**src/pkg/pvs_consts.svh**
```systemverilog
// register offsets, field positions, reset values and frame counts
`ifndef PVS_CONSTS_SVH
`define PVS_CONSTS_SVH

// register offsets on the management serial interface
`define PVS_OFS_TENBASE  5'h12
`define PVS_OFS_IRQ      5'h15
`define PVS_OFS_RXERR    5'h16
`define PVS_OFS_DISC     5'h17
`define PVS_OFS_STRAP    5'h18

// 10 Mbps configuration fields
`define PVS_B_LPEN       14
`define PVS_B_HEART      13
`define PVS_B_SQUELCH    12
`define PVS_B_JABBER     11
`define PVS_B_SER        10
`define PVS_B_POLARITY   0
`define PVS_TENBASE_RST  5'h1E

// interrupt register fields
`define PVS_B_PEND       15
`define PVS_B_MDPX       11
`define PVS_B_MMASTER    8
`define PVS_B_CHG_LO     2
`define PVS_B_ISTAT      0
`define PVS_IMASK_RST    4'hF

// strap capture
`define PVS_STRAP_W      14
`define PVS_STRAP_WAIT   2'h3

// frame structure
`define PVS_PREAMBLE     6'h20
`define PVS_HDR_BITS     4'hD
`define PVS_DATA_BITS    5'h10
`define PVS_OP_READ      2'h2
`define PVS_OP_WRITE     2'h1

`endif

```
**src/pkg/pvs_pkg.sv**
```systemverilog
// types shared by the vendor register bank
package pvs_pkg;

	// management frame engine states, one-hot
	typedef enum logic [4:0] {
		ST_IDLE = 5'h01,
		ST_HDR  = 5'h02,
		ST_TA   = 5'h04,
		ST_RD   = 5'h08,
		ST_WR   = 5'h10
	} pvs_state_t;

	typedef logic [15:0] pvs_word_t;

endpackage

```
**src/pkg/pvs_irq_if.sv**
```systemverilog
// carrier between the register bank and its change/interrupt unit
`timescale 1ns/1ps
interface pvs_irq_if;
	logic       linkUp;
	logic       speed100;
	logic       fullDuplex;
	logic       readClr;
	logic [3:0] masks;     // {duplex, speed, link, master}
	logic [2:0] changes;   // {duplex, speed, link}
	logic       irqStatus;

	modport bank (output linkUp, speed100, fullDuplex, readClr, masks,
		input changes, irqStatus);
	modport unit (input linkUp, speed100, fullDuplex, readClr, masks,
		output changes, irqStatus);
endinterface

```
**src/verilog/pvs_regs.sv**
```systemverilog
// vendor management registers behind the management serial interface
`timescale 1ns/1ps
`include "pvs_consts.svh"

module pvs_regs (
	// clock and reset
	input  wire logic        clk,
	input  wire logic        resetn,
	// management serial pins
	input  wire logic        mdc,
	input  wire logic        mdioIn,
	output logic             mdioOut,
	output logic             mdioOe,
	// interrupt pin
	output logic             mgmt_irq_n,
	// strap pins sampled at reset release
	input  wire logic [13:0] strapPins,
	// status from the transceiver core, same clock
	input  wire logic        linkUp,
	input  wire logic        speed100,
	input  wire logic        fullDuplex,
	input  wire logic        loopback10,
	input  wire logic        polarity_reversed,
	input  wire logic        rx_error_event,
	input  wire logic        disconnectEvent,
	// effective controls to the 10M datapath
	output logic             link_pulse_enable,
	output logic             linkGoodForced,
	output logic             heartbeat_enable,
	output logic             squelchNormal,
	output logic             jabber_enable,
	output logic             serial_7wire_select
);

	//------------------------------------------------------------------
	// pin synchronisers
	//------------------------------------------------------------------
	logic        mdcS1_q, mdcS2_q, mdcS3_q;
	logic        mdioS1_q, mdioS2_q;
	logic [13:0] strapS1_q, strapS2_q;
	logic        mdcRise;

	// two flops per pin; third mdc flop only finds the edge
	always_ff @(posedge clk or negedge resetn) begin
		if (!resetn) begin
			mdcS1_q   <= 1'b0;
			mdcS2_q   <= 1'b0;
			mdcS3_q   <= 1'b0;
			mdioS1_q  <= 1'b1;
			mdioS2_q  <= 1'b1;
			strapS1_q <= 14'h0;
			strapS2_q <= 14'h0;
		end else begin
			mdcS1_q   <= mdc;
			mdcS2_q   <= mdcS1_q;
			mdcS3_q   <= mdcS2_q;
			mdioS1_q  <= mdioIn;
			mdioS2_q  <= mdioS1_q;
			strapS1_q <= strapPins;
			strapS2_q <= strapS1_q;
		end
	end

	assign mdcRise = mdcS2_q & ~mdcS3_q;

	//------------------------------------------------------------------
	// strap capture
	//------------------------------------------------------------------
	logic [1:0]  strapWait_q;
	logic [13:0] strap_q;
	logic        strapTake;

	// waits for the synchronisers to fill before the single capture
	assign strapTake = (strapWait_q == `PVS_STRAP_WAIT - 2'h1);

	always_ff @(posedge clk or negedge resetn) begin
		if (!resetn) begin
			strapWait_q <= 2'h0;
			strap_q     <= 14'h0;
		end else begin
			if (strapWait_q != `PVS_STRAP_WAIT)
				strapWait_q <= strapWait_q + 2'h1;
			if (strapTake)
				strap_q <= strapS2_q;
		end
	end

	//------------------------------------------------------------------
	// 10 Mbps configuration register
	//------------------------------------------------------------------
	logic [4:0] tenCfg_q;     // {pulse, heartbeat, squelch, jabber, serial}
	logic [4:0] tenCfg_d;
	logic       wrTen;
	logic       wrIrq;
	logic       rdIrqDone;
	pvs_pkg::pvs_word_t wrData;

	// only the five defined bits are stored
	assign tenCfg_d = wrData[`PVS_B_LPEN:`PVS_B_SER];

	always_ff @(posedge clk or negedge resetn) begin
		if (!resetn)
			tenCfg_q <= `PVS_TENBASE_RST;
		else if (wrTen)
			tenCfg_q <= tenCfg_d;
	end

	//------------------------------------------------------------------
	// interrupt masks and change unit
	//------------------------------------------------------------------
	logic [3:0] imask_q;
	pvs_irq_if  irqBus ();

	always_ff @(posedge clk or negedge resetn) begin
		if (!resetn)
			imask_q <= `PVS_IMASK_RST;
		else if (wrIrq)
			imask_q <= wrData[`PVS_B_MDPX:`PVS_B_MMASTER];
	end

	assign irqBus.linkUp     = linkUp;
	assign irqBus.speed100   = speed100;
	assign irqBus.fullDuplex = fullDuplex;
	assign irqBus.readClr    = rdIrqDone;
	assign irqBus.masks      = imask_q;

	pvs_change_irq u_chg (
		.clk    (clk),
		.resetn (resetn),
		.irq    (irqBus.unit)
	);

	//------------------------------------------------------------------
	// event counters
	//------------------------------------------------------------------
	logic [15:0] rxErr_q;
	logic [7:0]  disc_q;

	// count and wrap, reads leave them
	always_ff @(posedge clk or negedge resetn) begin
		if (!resetn) begin
			rxErr_q <= 16'h0;
			disc_q  <= 8'h0;
		end else begin
			if (rx_error_event)
				rxErr_q <= rxErr_q + 16'h1;
			if (disconnectEvent)
				disc_q <= disc_q + 8'h1;
		end
	end

	//------------------------------------------------------------------
	// read data selection
	//------------------------------------------------------------------
	logic [4:0]         regAddr;
	pvs_pkg::pvs_word_t tenWord;
	pvs_pkg::pvs_word_t irqWord;
	pvs_pkg::pvs_word_t rdWord;
	logic               istat;

	// polarity flag straight from the receive logic
	// reserved bits of the word tied to zero
	assign tenWord = {1'b0, tenCfg_q, 9'h0, polarity_reversed};
	assign istat   = irqBus.irqStatus;
	// pending mirrors status in bit zero
	assign irqWord = {istat, 3'h0, imask_q, 3'h0,
		irqBus.changes, 1'b0, istat};

	assign rdWord =
		(regAddr == `PVS_OFS_TENBASE) ? tenWord :
		(regAddr == `PVS_OFS_IRQ)     ? irqWord :
		(regAddr == `PVS_OFS_RXERR)   ? rxErr_q :
		(regAddr == `PVS_OFS_DISC)    ? {8'h0, disc_q} :
		(regAddr == `PVS_OFS_STRAP)   ? {2'h0, strap_q} :
		16'h0;

	//------------------------------------------------------------------
	// management frame engine
	//------------------------------------------------------------------
	pvs_pkg::pvs_state_t state_q;
	logic [5:0]  ones_q;
	logic [3:0]  bitCnt_q;
	logic [12:0] hdr_q;
	logic [15:0] shift_q;
	logic        taSecond_q;
	logic        mdioOut_q, mdioOe_q;
	logic        hdrLast, addrHit, isRead, isWrite, dataLast;
	logic [4:0]  phyAddr;
	logic [1:0]  opCode;
	logic [12:0] hdrNext;

	// device address comes from the low five strap bits
	assign phyAddr  = strap_q[4:0];
	assign hdrNext  = {hdr_q[11:0], mdioS2_q};
	assign hdrLast  = (bitCnt_q == `PVS_HDR_BITS - 4'h1);
	assign opCode   = hdrNext[11:10];
	assign addrHit  = hdrNext[12] & (hdrNext[9:5] == phyAddr);
	assign isRead   = addrHit & (opCode == `PVS_OP_READ);
	assign isWrite  = addrHit & (opCode == `PVS_OP_WRITE);
	assign regAddr  = hdr_q[4:0];
	assign dataLast = ({1'b0, bitCnt_q} == `PVS_DATA_BITS - 5'h1);
	assign wrData   = {shift_q[14:0], mdioS2_q};
	assign wrTen    = mdcRise & (state_q == pvs_pkg::ST_WR) & dataLast
		& (regAddr == `PVS_OFS_TENBASE);
	assign wrIrq    = mdcRise & (state_q == pvs_pkg::ST_WR) & dataLast
		& (regAddr == `PVS_OFS_IRQ);
	// clear on the cycle the word is taken
	assign rdIrqDone = mdcRise & (state_q == pvs_pkg::ST_TA)
		& taSecond_q & (hdr_q[11:10] == `PVS_OP_READ)
		& (regAddr == `PVS_OFS_IRQ);

	// consecutive ones form the preamble
	always_ff @(posedge clk or negedge resetn) begin
		if (!resetn)
			ones_q <= 6'h0;
		else if (mdcRise) begin
			if (!mdioS2_q || state_q != pvs_pkg::ST_IDLE)
				ones_q <= 6'h0;
			else if (ones_q != `PVS_PREAMBLE)
				ones_q <= ones_q + 6'h1;
		end
	end

	// frame sequencing on each sampled mdc rising edge
	always_ff @(posedge clk or negedge resetn) begin
		if (!resetn) begin
			state_q    <= pvs_pkg::ST_IDLE;
			bitCnt_q   <= 4'h0;
			hdr_q      <= 13'h0;
			shift_q    <= 16'h0;
			taSecond_q <= 1'b0;
			mdioOut_q  <= 1'b1;
			mdioOe_q   <= 1'b0;
		end else if (mdcRise) begin
			case (state_q)
			pvs_pkg::ST_IDLE: begin
				mdioOe_q <= 1'b0;
				bitCnt_q <= 4'h0;
				// start pattern opens with a zero after the preamble
				if (ones_q == `PVS_PREAMBLE && !mdioS2_q)
					state_q <= pvs_pkg::ST_HDR;
			end
			pvs_pkg::ST_HDR: begin
				hdr_q    <= hdrNext;
				bitCnt_q <= bitCnt_q + 4'h1;
				if (hdrLast) begin
					taSecond_q <= 1'b0;
					state_q    <= (isRead || isWrite) ?
						pvs_pkg::ST_TA : pvs_pkg::ST_IDLE;
				end
			end
			pvs_pkg::ST_TA: begin
				taSecond_q <= 1'b1;
				bitCnt_q   <= 4'h0;
				if (taSecond_q) begin
					if (hdr_q[11:10] == `PVS_OP_READ) begin
						// snapshot taken as the first bit goes out
						shift_q   <= {rdWord[14:0], 1'b0};
						mdioOut_q <= rdWord[15];
						mdioOe_q  <= 1'b1;
						state_q   <= pvs_pkg::ST_RD;
					end else
						state_q <= pvs_pkg::ST_WR;
				end else if (hdr_q[11:10] == `PVS_OP_READ) begin
					// turnaround: drive zero in its second half
					mdioOut_q <= 1'b0;
					mdioOe_q  <= 1'b1;
				end
			end
			pvs_pkg::ST_RD: begin
				bitCnt_q  <= bitCnt_q + 4'h1;
				shift_q   <= {shift_q[14:0], 1'b0};
				mdioOut_q <= shift_q[15];
				if (dataLast) begin
					mdioOe_q  <= 1'b0;
					mdioOut_q <= 1'b1;
					state_q   <= pvs_pkg::ST_IDLE;
				end
			end
			pvs_pkg::ST_WR: begin
				bitCnt_q <= bitCnt_q + 4'h1;
				shift_q  <= wrData;
				if (dataLast)
					state_q <= pvs_pkg::ST_IDLE;
			end
			default: begin
				state_q  <= pvs_pkg::ST_IDLE;
				mdioOe_q <= 1'b0;
			end
			endcase
		end
	end

	//------------------------------------------------------------------
	// effective 10M controls and pin outputs
	//------------------------------------------------------------------
	logic tenMeg;
	logic jabMode;
	logic lpEn_q, lgf_q, hb_q, sq_q, jab_q, ser_q, irqN_q;

	assign tenMeg  = ~speed100;
	assign jabMode = tenMeg & (fullDuplex | loopback10);

	// all outputs registered so the pins see clean levels
	always_ff @(posedge clk or negedge resetn) begin
		if (!resetn) begin
			lpEn_q <= 1'b0;
			lgf_q  <= 1'b0;
			hb_q   <= 1'b0;
			sq_q   <= 1'b1;
			jab_q  <= 1'b1;
			ser_q  <= 1'b0;
			irqN_q <= 1'b1;
		end else begin
			// pulses only at 10M; off forces link good
			lpEn_q <= tenMeg & tenCfg_q[4];
			lgf_q  <= tenMeg & ~tenCfg_q[4];
			hb_q   <= tenMeg & tenCfg_q[3] & ~fullDuplex;
			sq_q   <= tenCfg_q[2];
			// jabber bit acts in its modes; else stays on
			jab_q  <= jabMode ? tenCfg_q[1] : 1'b1;
			ser_q  <= tenMeg & tenCfg_q[0];
			// pin low while status is one
			irqN_q <= ~istat;
		end
	end

	assign link_pulse_enable   = lpEn_q;
	assign linkGoodForced      = lgf_q;
	assign heartbeat_enable    = hb_q;
	assign squelchNormal       = sq_q;
	assign jabber_enable       = jab_q;
	assign serial_7wire_select = ser_q;
	assign mgmt_irq_n          = irqN_q;
	assign mdioOut             = mdioOut_q;
	assign mdioOe              = mdioOe_q;

endmodule

```
**src/verilog/pvs_change_irq.sv**
```systemverilog
// latched link, speed and duplex change bits with interrupt gating
`timescale 1ns/1ps
module pvs_change_irq (
	// clock and reset
	input  wire logic clk,
	input  wire logic resetn,
	// bank side
	pvs_irq_if.unit   irq
);

	//------------------------------------------------------------------
	// previous state for edge finding
	//------------------------------------------------------------------
	logic [2:0] prev_q;
	logic [2:0] chg_q;
	logic [2:0] chg_d;
	logic [2:0] nowState;
	logic [2:0] events;
	logic [2:0] srcOpen;
	logic       primed_q;

	// status vector ordered like the change bits
	assign nowState = {irq.fullDuplex, irq.speed100, irq.linkUp};
	// first cycle after reset only loads prev: no false change from reset
	assign events   = primed_q ? (nowState ^ prev_q) : 3'h0;

	// latch on change
	// a change arriving with the read still sets: set beats clear
	assign chg_d = events | (irq.readClr ? 3'h0 : chg_q);

	always_ff @(posedge clk or negedge resetn) begin
		if (!resetn) begin
			prev_q   <= 3'h0;
			chg_q    <= 3'h0;
			primed_q <= 1'b0;
		end else begin
			prev_q   <= nowState;
			chg_q    <= chg_d;
			primed_q <= 1'b1;
		end
	end

	assign srcOpen = chg_q & ~irq.masks[3:1];

	assign irq.irqStatus = ~irq.masks[0] & (|srcOpen);
	assign irq.changes   = chg_q;

endmodule

```
**config.mk**
```make
export PLATFORM = sky130hd
export DESIGN_NAME = pvs_regs
export DESIGN_NICKNAME = d
export VERILOG_FILES = /design/src/pkg/pvs_pkg.sv /design/src/pkg/pvs_irq_if.sv /design/src/verilog/pvs_regs.sv /design/src/verilog/pvs_change_irq.sv
export VERILOG_INCLUDE_DIRS = /design/src /design/src/pkg
export SDC_FILE = /design/constraint.sdc
export NUM_CORES = 1
export LEC_CHECK = 0
export ABC_CLOCK_PERIOD_IN_PS = 2200
export BUFFER_PORTS_ARGS = -buffer_cell sky130_fd_sc_hd__buf_2
export CAP_MARGIN = 25
export CORE_MARGIN = 3
export CORE_UTILIZATION = 60
export CTS_CLUSTER_DIAMETER = 150
export DETAILED_ROUTE_END_ITERATION = 8
export PLACE_DENSITY_LB_ADDON = 0.12
export SLEW_MARGIN = 0
export SYNTH_ARGS = -nofsm -noshare
export SYNTH_HDL_FRONTEND = slang
export SYNTH_SLANG_ARGS = --single-unit
```
**constraint.sdc**
```tcl
create_clock -name clk -period 2.2 [get_ports clk]
set_clock_uncertainty 0.2 [all_clocks]
set_input_delay 0.33 -clock clk [delete_from_list [all_inputs] [get_ports clk]]
set_output_delay 0.33 -clock clk [all_outputs]
set_load 0.03 [all_outputs]
```
After elaboration in Yosys (flattened, before gate mapping). Cells that the tools add are included.

Logic and storage cells: 147. Bits of input ports: 25. Output and inout port bits: 9. Register bits after elaboration: 142.

Eq/ne operators: 27. Bitwise gates (word level): 31. Multiplexer cells: 31. Reduce and logical (&&, ||, !) cells: 22. Add/sub/neg operators: 5.

Operators by type and width (count): $mux W16 (5); $pmux W16 S3 (1); $eq A5 B5 Y1 const B (6); $mux W14 (2); $mux W5 (5); $pmux W5 S4 (1); $and A1 B1 Y1 (19); $add A16 B1 Y16 const B (1); $mux W6 (2); $ne A2 B2 Y1 const B (5); $mux W3 (3); $add A8 B1 Y8 const B (1); $eq A4 B4 Y1 const B (2); $mux W1 (8); $pmux W4 S2 (1); $reduce_and A4 Y1 (2); $reduce_bool A2 Y1 (4); $not A1 Y1 (7); $add A6 B1 Y6 const B (1); $eq A2 B2 Y1 const B (3); $eq A6 B6 Y1 const B (1); $ne A6 B6 Y1 const B (1); $reduce_and A2 Y1 (3); $reduce_and A3 Y1 (2); other kinds (24) (30).

Depth between registers and ports, before layout.
Depth after elaboration: 9. Gate-level depth with buffers: 7. Depth with buffers taken out: 6.

Modules after synthesis. Synthesis repeated with hierarchy kept, for this count alone.

Cells, all modules: 516. Area total of the unflattened synthesis: 6278.5 um^2.

By module, submodules not included: pvs_regs (area each 6018.3 um^2, cells an instance 497, instances 1); pvs_change_irq (area each 260.2 um^2, cells an instance 19, instances 1).

Least setup slack after synthesis. OpenSTA, ideal clock, no wires.

Path kind: flip-flop to flip-flop. Start point: register hdr_q[2]. End point: register tenCfg_q[0]. Data required time: 1.875 ns. Cell stages (with the launch flop): 6. Data arrival time: 1.655 ns. Buffers on the path: 1. Library setup time: 0.125 ns. Path slack: 0.221 ns. Path through: dfrtp_1 buf_2 nor3b_4 nand3_2 nor4_4 mux2_2.

Longest elaborated chain between the ends: 2.

Ends and longest elaborated chain: from (decl) (line pvs_regs.sv:183) `logic [12:0] hdr_q;`; from (signal assigned) (line pvs_regs.sv:244) `hdr_q <= hdrNext;`; $eq A5 B5 Y1 (no line); $and A1 B1 Y1 (line pvs_regs.sv:203) `assign wrTen = mdcRise & (state_q == pvs_pkg::ST_WR) & dataLast`; to (signal assigned) (line pvs_regs.sv:103) `` tenCfg_q <= `PVS_TENBASE_RST; ``; to (signal assigned) (line pvs_regs.sv:105) `tenCfg_q <= tenCfg_d;`; to (decl) (line pvs_regs.sv:91) `logic [4:0] tenCfg_q;`.

No other way between the ends. A chain may end at the register's enable or synchronous reset.

Worst setup path after layout.
Start point: register hdr_q[2]. End point: register shift_q[5].

Longest elaborated chain between the ends: 9. Elaborated cells on any way between the ends: 13.

Ends and longest elaborated chain: $eq A5 B5 Y1 (no line); $mux W14 (line pvs_regs.sv:174) `` (regAddr == `PVS_OFS_STRAP) ? {2'h0, strap_q} : ``; $mux W14 (line pvs_regs.sv:173) `` (regAddr == `PVS_OFS_DISC) ? {8'h0, disc_q} : ``; $mux W16 (line pvs_regs.sv:172) `` (regAddr == `PVS_OFS_RXERR) ? rxErr_q : ``; $mux W16 (line pvs_regs.sv:171) `` (regAddr == `PVS_OFS_IRQ) ? irqWord : ``; $mux W16 * (line pvs_regs.sv:170) `` (regAddr == `PVS_OFS_TENBASE) ? tenWord : ``; $mux W16 * (line pvs_regs.sv:256) `` if (hdr_q[11:10] == `PVS_OP_READ) begin ``; $mux W16 * (line pvs_regs.sv:255) `if (taSecond_q) begin`; $pmux W16 S3 * (line pvs_regs.sv:235) `case (state_q)`; to (signal assigned) (line pvs_regs.sv:258) `shift_q <= {rdWord[14:0], 1'b0};`; to (signal assigned) (line pvs_regs.sv:272) `shift_q <= {shift_q[14:0], 1'b0};`; to (signal assigned) (line pvs_regs.sv:282) `shift_q <= wrData;`; to (decl) (line pvs_regs.sv:184) `logic [15:0] shift_q;`.

Mark *: on every way between the ends. The rest lies on a longest branch, timed or not. The select of a mux whose other input is x is not followed.

==> metrics.yaml <==
die:
  die_h_um: 108
  core_area_sq_mm: 0.00995
  initial_core_util_pct: 62.8
  die_width_um: 108
  rows: 36
  dieArea_sq_mm: 0.0117
  io_pins: 34
setup_path:
  cpMostUsedCell: "a21oi_1"
  crit_arrival_ns: 2.36
  path_buf_inv: 1
  rrSetupSlack_ns: 0.08
  timing.rr.end: "shift_q[5]$_DFFE_PN0P_"
  crit_type: "flop to flop"
  cp-end-kind: "flop"
  crit_chain: "buf_4, nand4bb_1, a21oi_1, a21oi_1, or3_1, a31oi_1"
  rr_worst_depth: 6
  slowest_stage: "dfrtp_2"
  worstSetupEndpoint: "shift_q[5]$_DFFE_PN0P_"
  required_ns: 2.44
  worstSetupStartpoint: "hdr_q[2]$_DFFE_PN0P_"
  regToRegStartpoint: "hdr_q[2]$_DFFE_PN0P_"
  cpLargestDelayFamily: "compound AO/OA/AOI/OAI gates"
  path_depth: 6
  path_max_fanout: 14
  start_kind: "flop"
  slowest_delay_ns: 0.52
drt:
  vias_per_cell: 5.87
  drt_iter0_drc: 288
  antenna_violating_nets_post_route: 0
  avgRoutedWirePerCell_um: 18.0
  drc: 0
  first_pass_iters: 5
  wl_um: 13600
  vias: 4453
sta:
  setup_viol: 0
  whs_ns: 0.0306
  hold_violations: 0
  finalSetupTns_ns: 0
  period_share_pct: 96.3
  slew_violations: 0
  min_period_ns: 2.12
  worst_pin_slew_ns: 0.502
  maxSlewHeadroom_pct: 66.3
  max_freq_ghz: 0.472
outcome:
  status: "finished clean"
logic_synthesis:
  synth-seq-area-share_pct: 57.2
  async_flop_share_pct: 100
  syn-num-nets: 563
  synth-edff-count: 0
  post_synth.cell_area_avg_sq_um: 11.8
  synthCells: 530
  synth_top_cell_area_share_pct: 50.9
  ys_ff_latch: 142
  ys_types: 60
  netlist_area_sq_mm: 0.00625
  synthFlopType: "dfrtp_1"
  yosys-top-cells-area: "dfrtp_1, mux2_2, dfstp_2, xnor2_1, nor2_1"
  yosys_warnings: 0
  synth_area_leader_cell: "dfrtp_1"
grt:
  grt_pass1_wl_um: 22600
  antenna_found_initial: 0
  grt_max_degree: 53
  track_usage_pct: 25.7
  gr-total-overflow: 0
  grt_pass1_vias: 4413
cells_and_area:
  diodes: 0
  nNetsFinal: 646
  final_cell_mix: "dfrtp_1, mux2_2, nor2_1"
  final_cell_count_no_fill: 758
  final_common_cell: "dfrtp_1"
  drive_gt1_share_pct: 27.0
  fin_area_sq_mm: 0.00759
  area_growth_pct: 21.6
clock_network:
  numCtsBuffers: 17
  clk_pin_slew_ns: 0.06
  htree_levels: 4
  cts_tree: "yes"
  insertion_delay_ns: 0.53
  clockBufferDepth: 2
  root_buffer: "clkbuf_8"
  cts.sinks: 142
power:
  pwr-share-seq_pct: 44.8
  power_switching_mw: 1.96
  max-vdd-ir-drop_v: 0.000702
  clkPwrFrac_pct: 40.4
  power_leakage_nw: 3.30
  total_power_mw: 7.26
  switching_share_pct: 27.0
  p_comb_share_pct: 14.8
  powerDensity_mw_per_mm2: 957
  internal_power_mw: 5.30
place:
  port_buffers: 33
  dpl.hpwl_um: 9350
  place_area_sq_mm: 0.00672
  place_congestion: 0.876
  place_inst: 702
hold_path:
  hold_path_class: "input pin to flop"
run:
  drv_cap: 0
==> stage by stage <==
stage,setup slack [ns],util [%]
5_1_grt,-0.00307,76.3
2_1_floorplan,0.221,-
6_report,0.0810,76.3
3_5_place_dp,0.0220,67.5
4_1_cts,0.0156,76.0
3_3_place_gp,0.0971,67.5
==> layout make-up <==
type                       instances  area [sq um]
sequential                       142          3570
multi-input combinational        352          2530
fill                             626          2360
timing repair buffer              87           674
clock buffer                      21           439
tap                              133           166
clock inverter                    10           164
inverter                          13          48.8
==> cells in the mapped netlist, types with 4 or more instances <==
master	number
nand3_1	20
dfrtp_1	127
nor3_1	13
clkbuf_1	6
o21ai_0	16
a22oi_1	7
nor2_1	35
dfstp_2	15
a31oi_1	13
inv_1	13
buf_2	12
nand2_1	30
nand2b_1	11
a21oi_1	22
o211ai_1	7
ha_1	8
a22o_1	6
xnor2_1	23
nand4_1	8
nor2b_1	7
mux2_2	41
xor2_1	13
and3_1	8
nor4_1	4
==> sequential cells by signal, indices dropped and copies added (netlist names), 2 cells and up <==
signal	flops
bitCnt_q	4
disc_q	8
hdr_q	12
imask_q	4
ones_q	6
rxErr_q	16
shift_q	16
state_q	5
strapS1_q	14
strapS2_q	14
strapWait_q	2
strap_q	14
tenCfg_q	5
u_chg.irq.changes	3
u_chg.prev_q	3
==> power groups by stage <==
stage / sequential, mW / clock (mW) / combinational (mW)
6_report: 3.25 / 2.94 / 1.07
5_1_grt: 3.29 / 3.09 / 1.20
4_1_cts: 3.25 / 2.97 / 1.07
3_5_place_dp: 3.28 / 0 / 1.02
3_3_place_gp: 3.26 / 0 / 0.986
2_1_floorplan: 3.10 / 0 / 0.820
==> tightest hold or removal path, stage by stage <==
cell      delay (ns)
buf_2           0.08
o221ai_1        0.13
a31oi_1         0.17
==> worst min path at each step <==
stage | startpoint | to | slack [ns] | depth (start not counted)
2_1_floorplan | resetn | bitCnt_q[0]$_DFFE_PN0P_ | -0.17 | 0
3_3_place_gp | resetn | u_chg.prev_q[2]$_DFF_PN0_ | 0.10 | 1
3_5_place_dp | resetn | u_chg.prev_q[2]$_DFF_PN0_ | 0.10 | 1
4_1_cts | polarity_reversed | shift_q[1]$_DFFE_PN0P_ | 0.01 | 3
5_1_grt | polarity_reversed | shift_q[1]$_DFFE_PN0P_ | 0.07 | 3
6_report | polarity_reversed | shift_q[1]$_DFFE_PN0P_ | 0.03 | 3
==> cells by family (layout without fill, tap and decap cells) <==
logic type	count (synthesis)	in the layout	share of synthesized area, %
compound gates	95	95	10.1
xor+xnor	36	36	5.05
fa+ha+maj	8	8	1.60
buf+inv	36	131	2.82
flops	142	142	57.2
mux	43	43	7.75
other cells	1	1	0.0600
simple gates	169	169	15.4
==> metal layers <==
metal  track usage (%)  share of wire (%)  vias to the layer above
met2              41.6                 49                      145
li1                  -                  -                     2077
met4              8.66                1.8                        0
met1              33.5                 43                     2205
met5                 0                  0                        -
met3              7.70                6.3                       26
==> what timing repair did <==
action,4_1_cts,5_1_grt
gates cloned,0,0
endpoints found under the hold margin,175,0
hold buffers,24,0
resized for setup,1,7
buffers inserted,0,1
pin swaps,0,1
setup endpoints to repair,2,17
(Power assumes the default switching activity.)
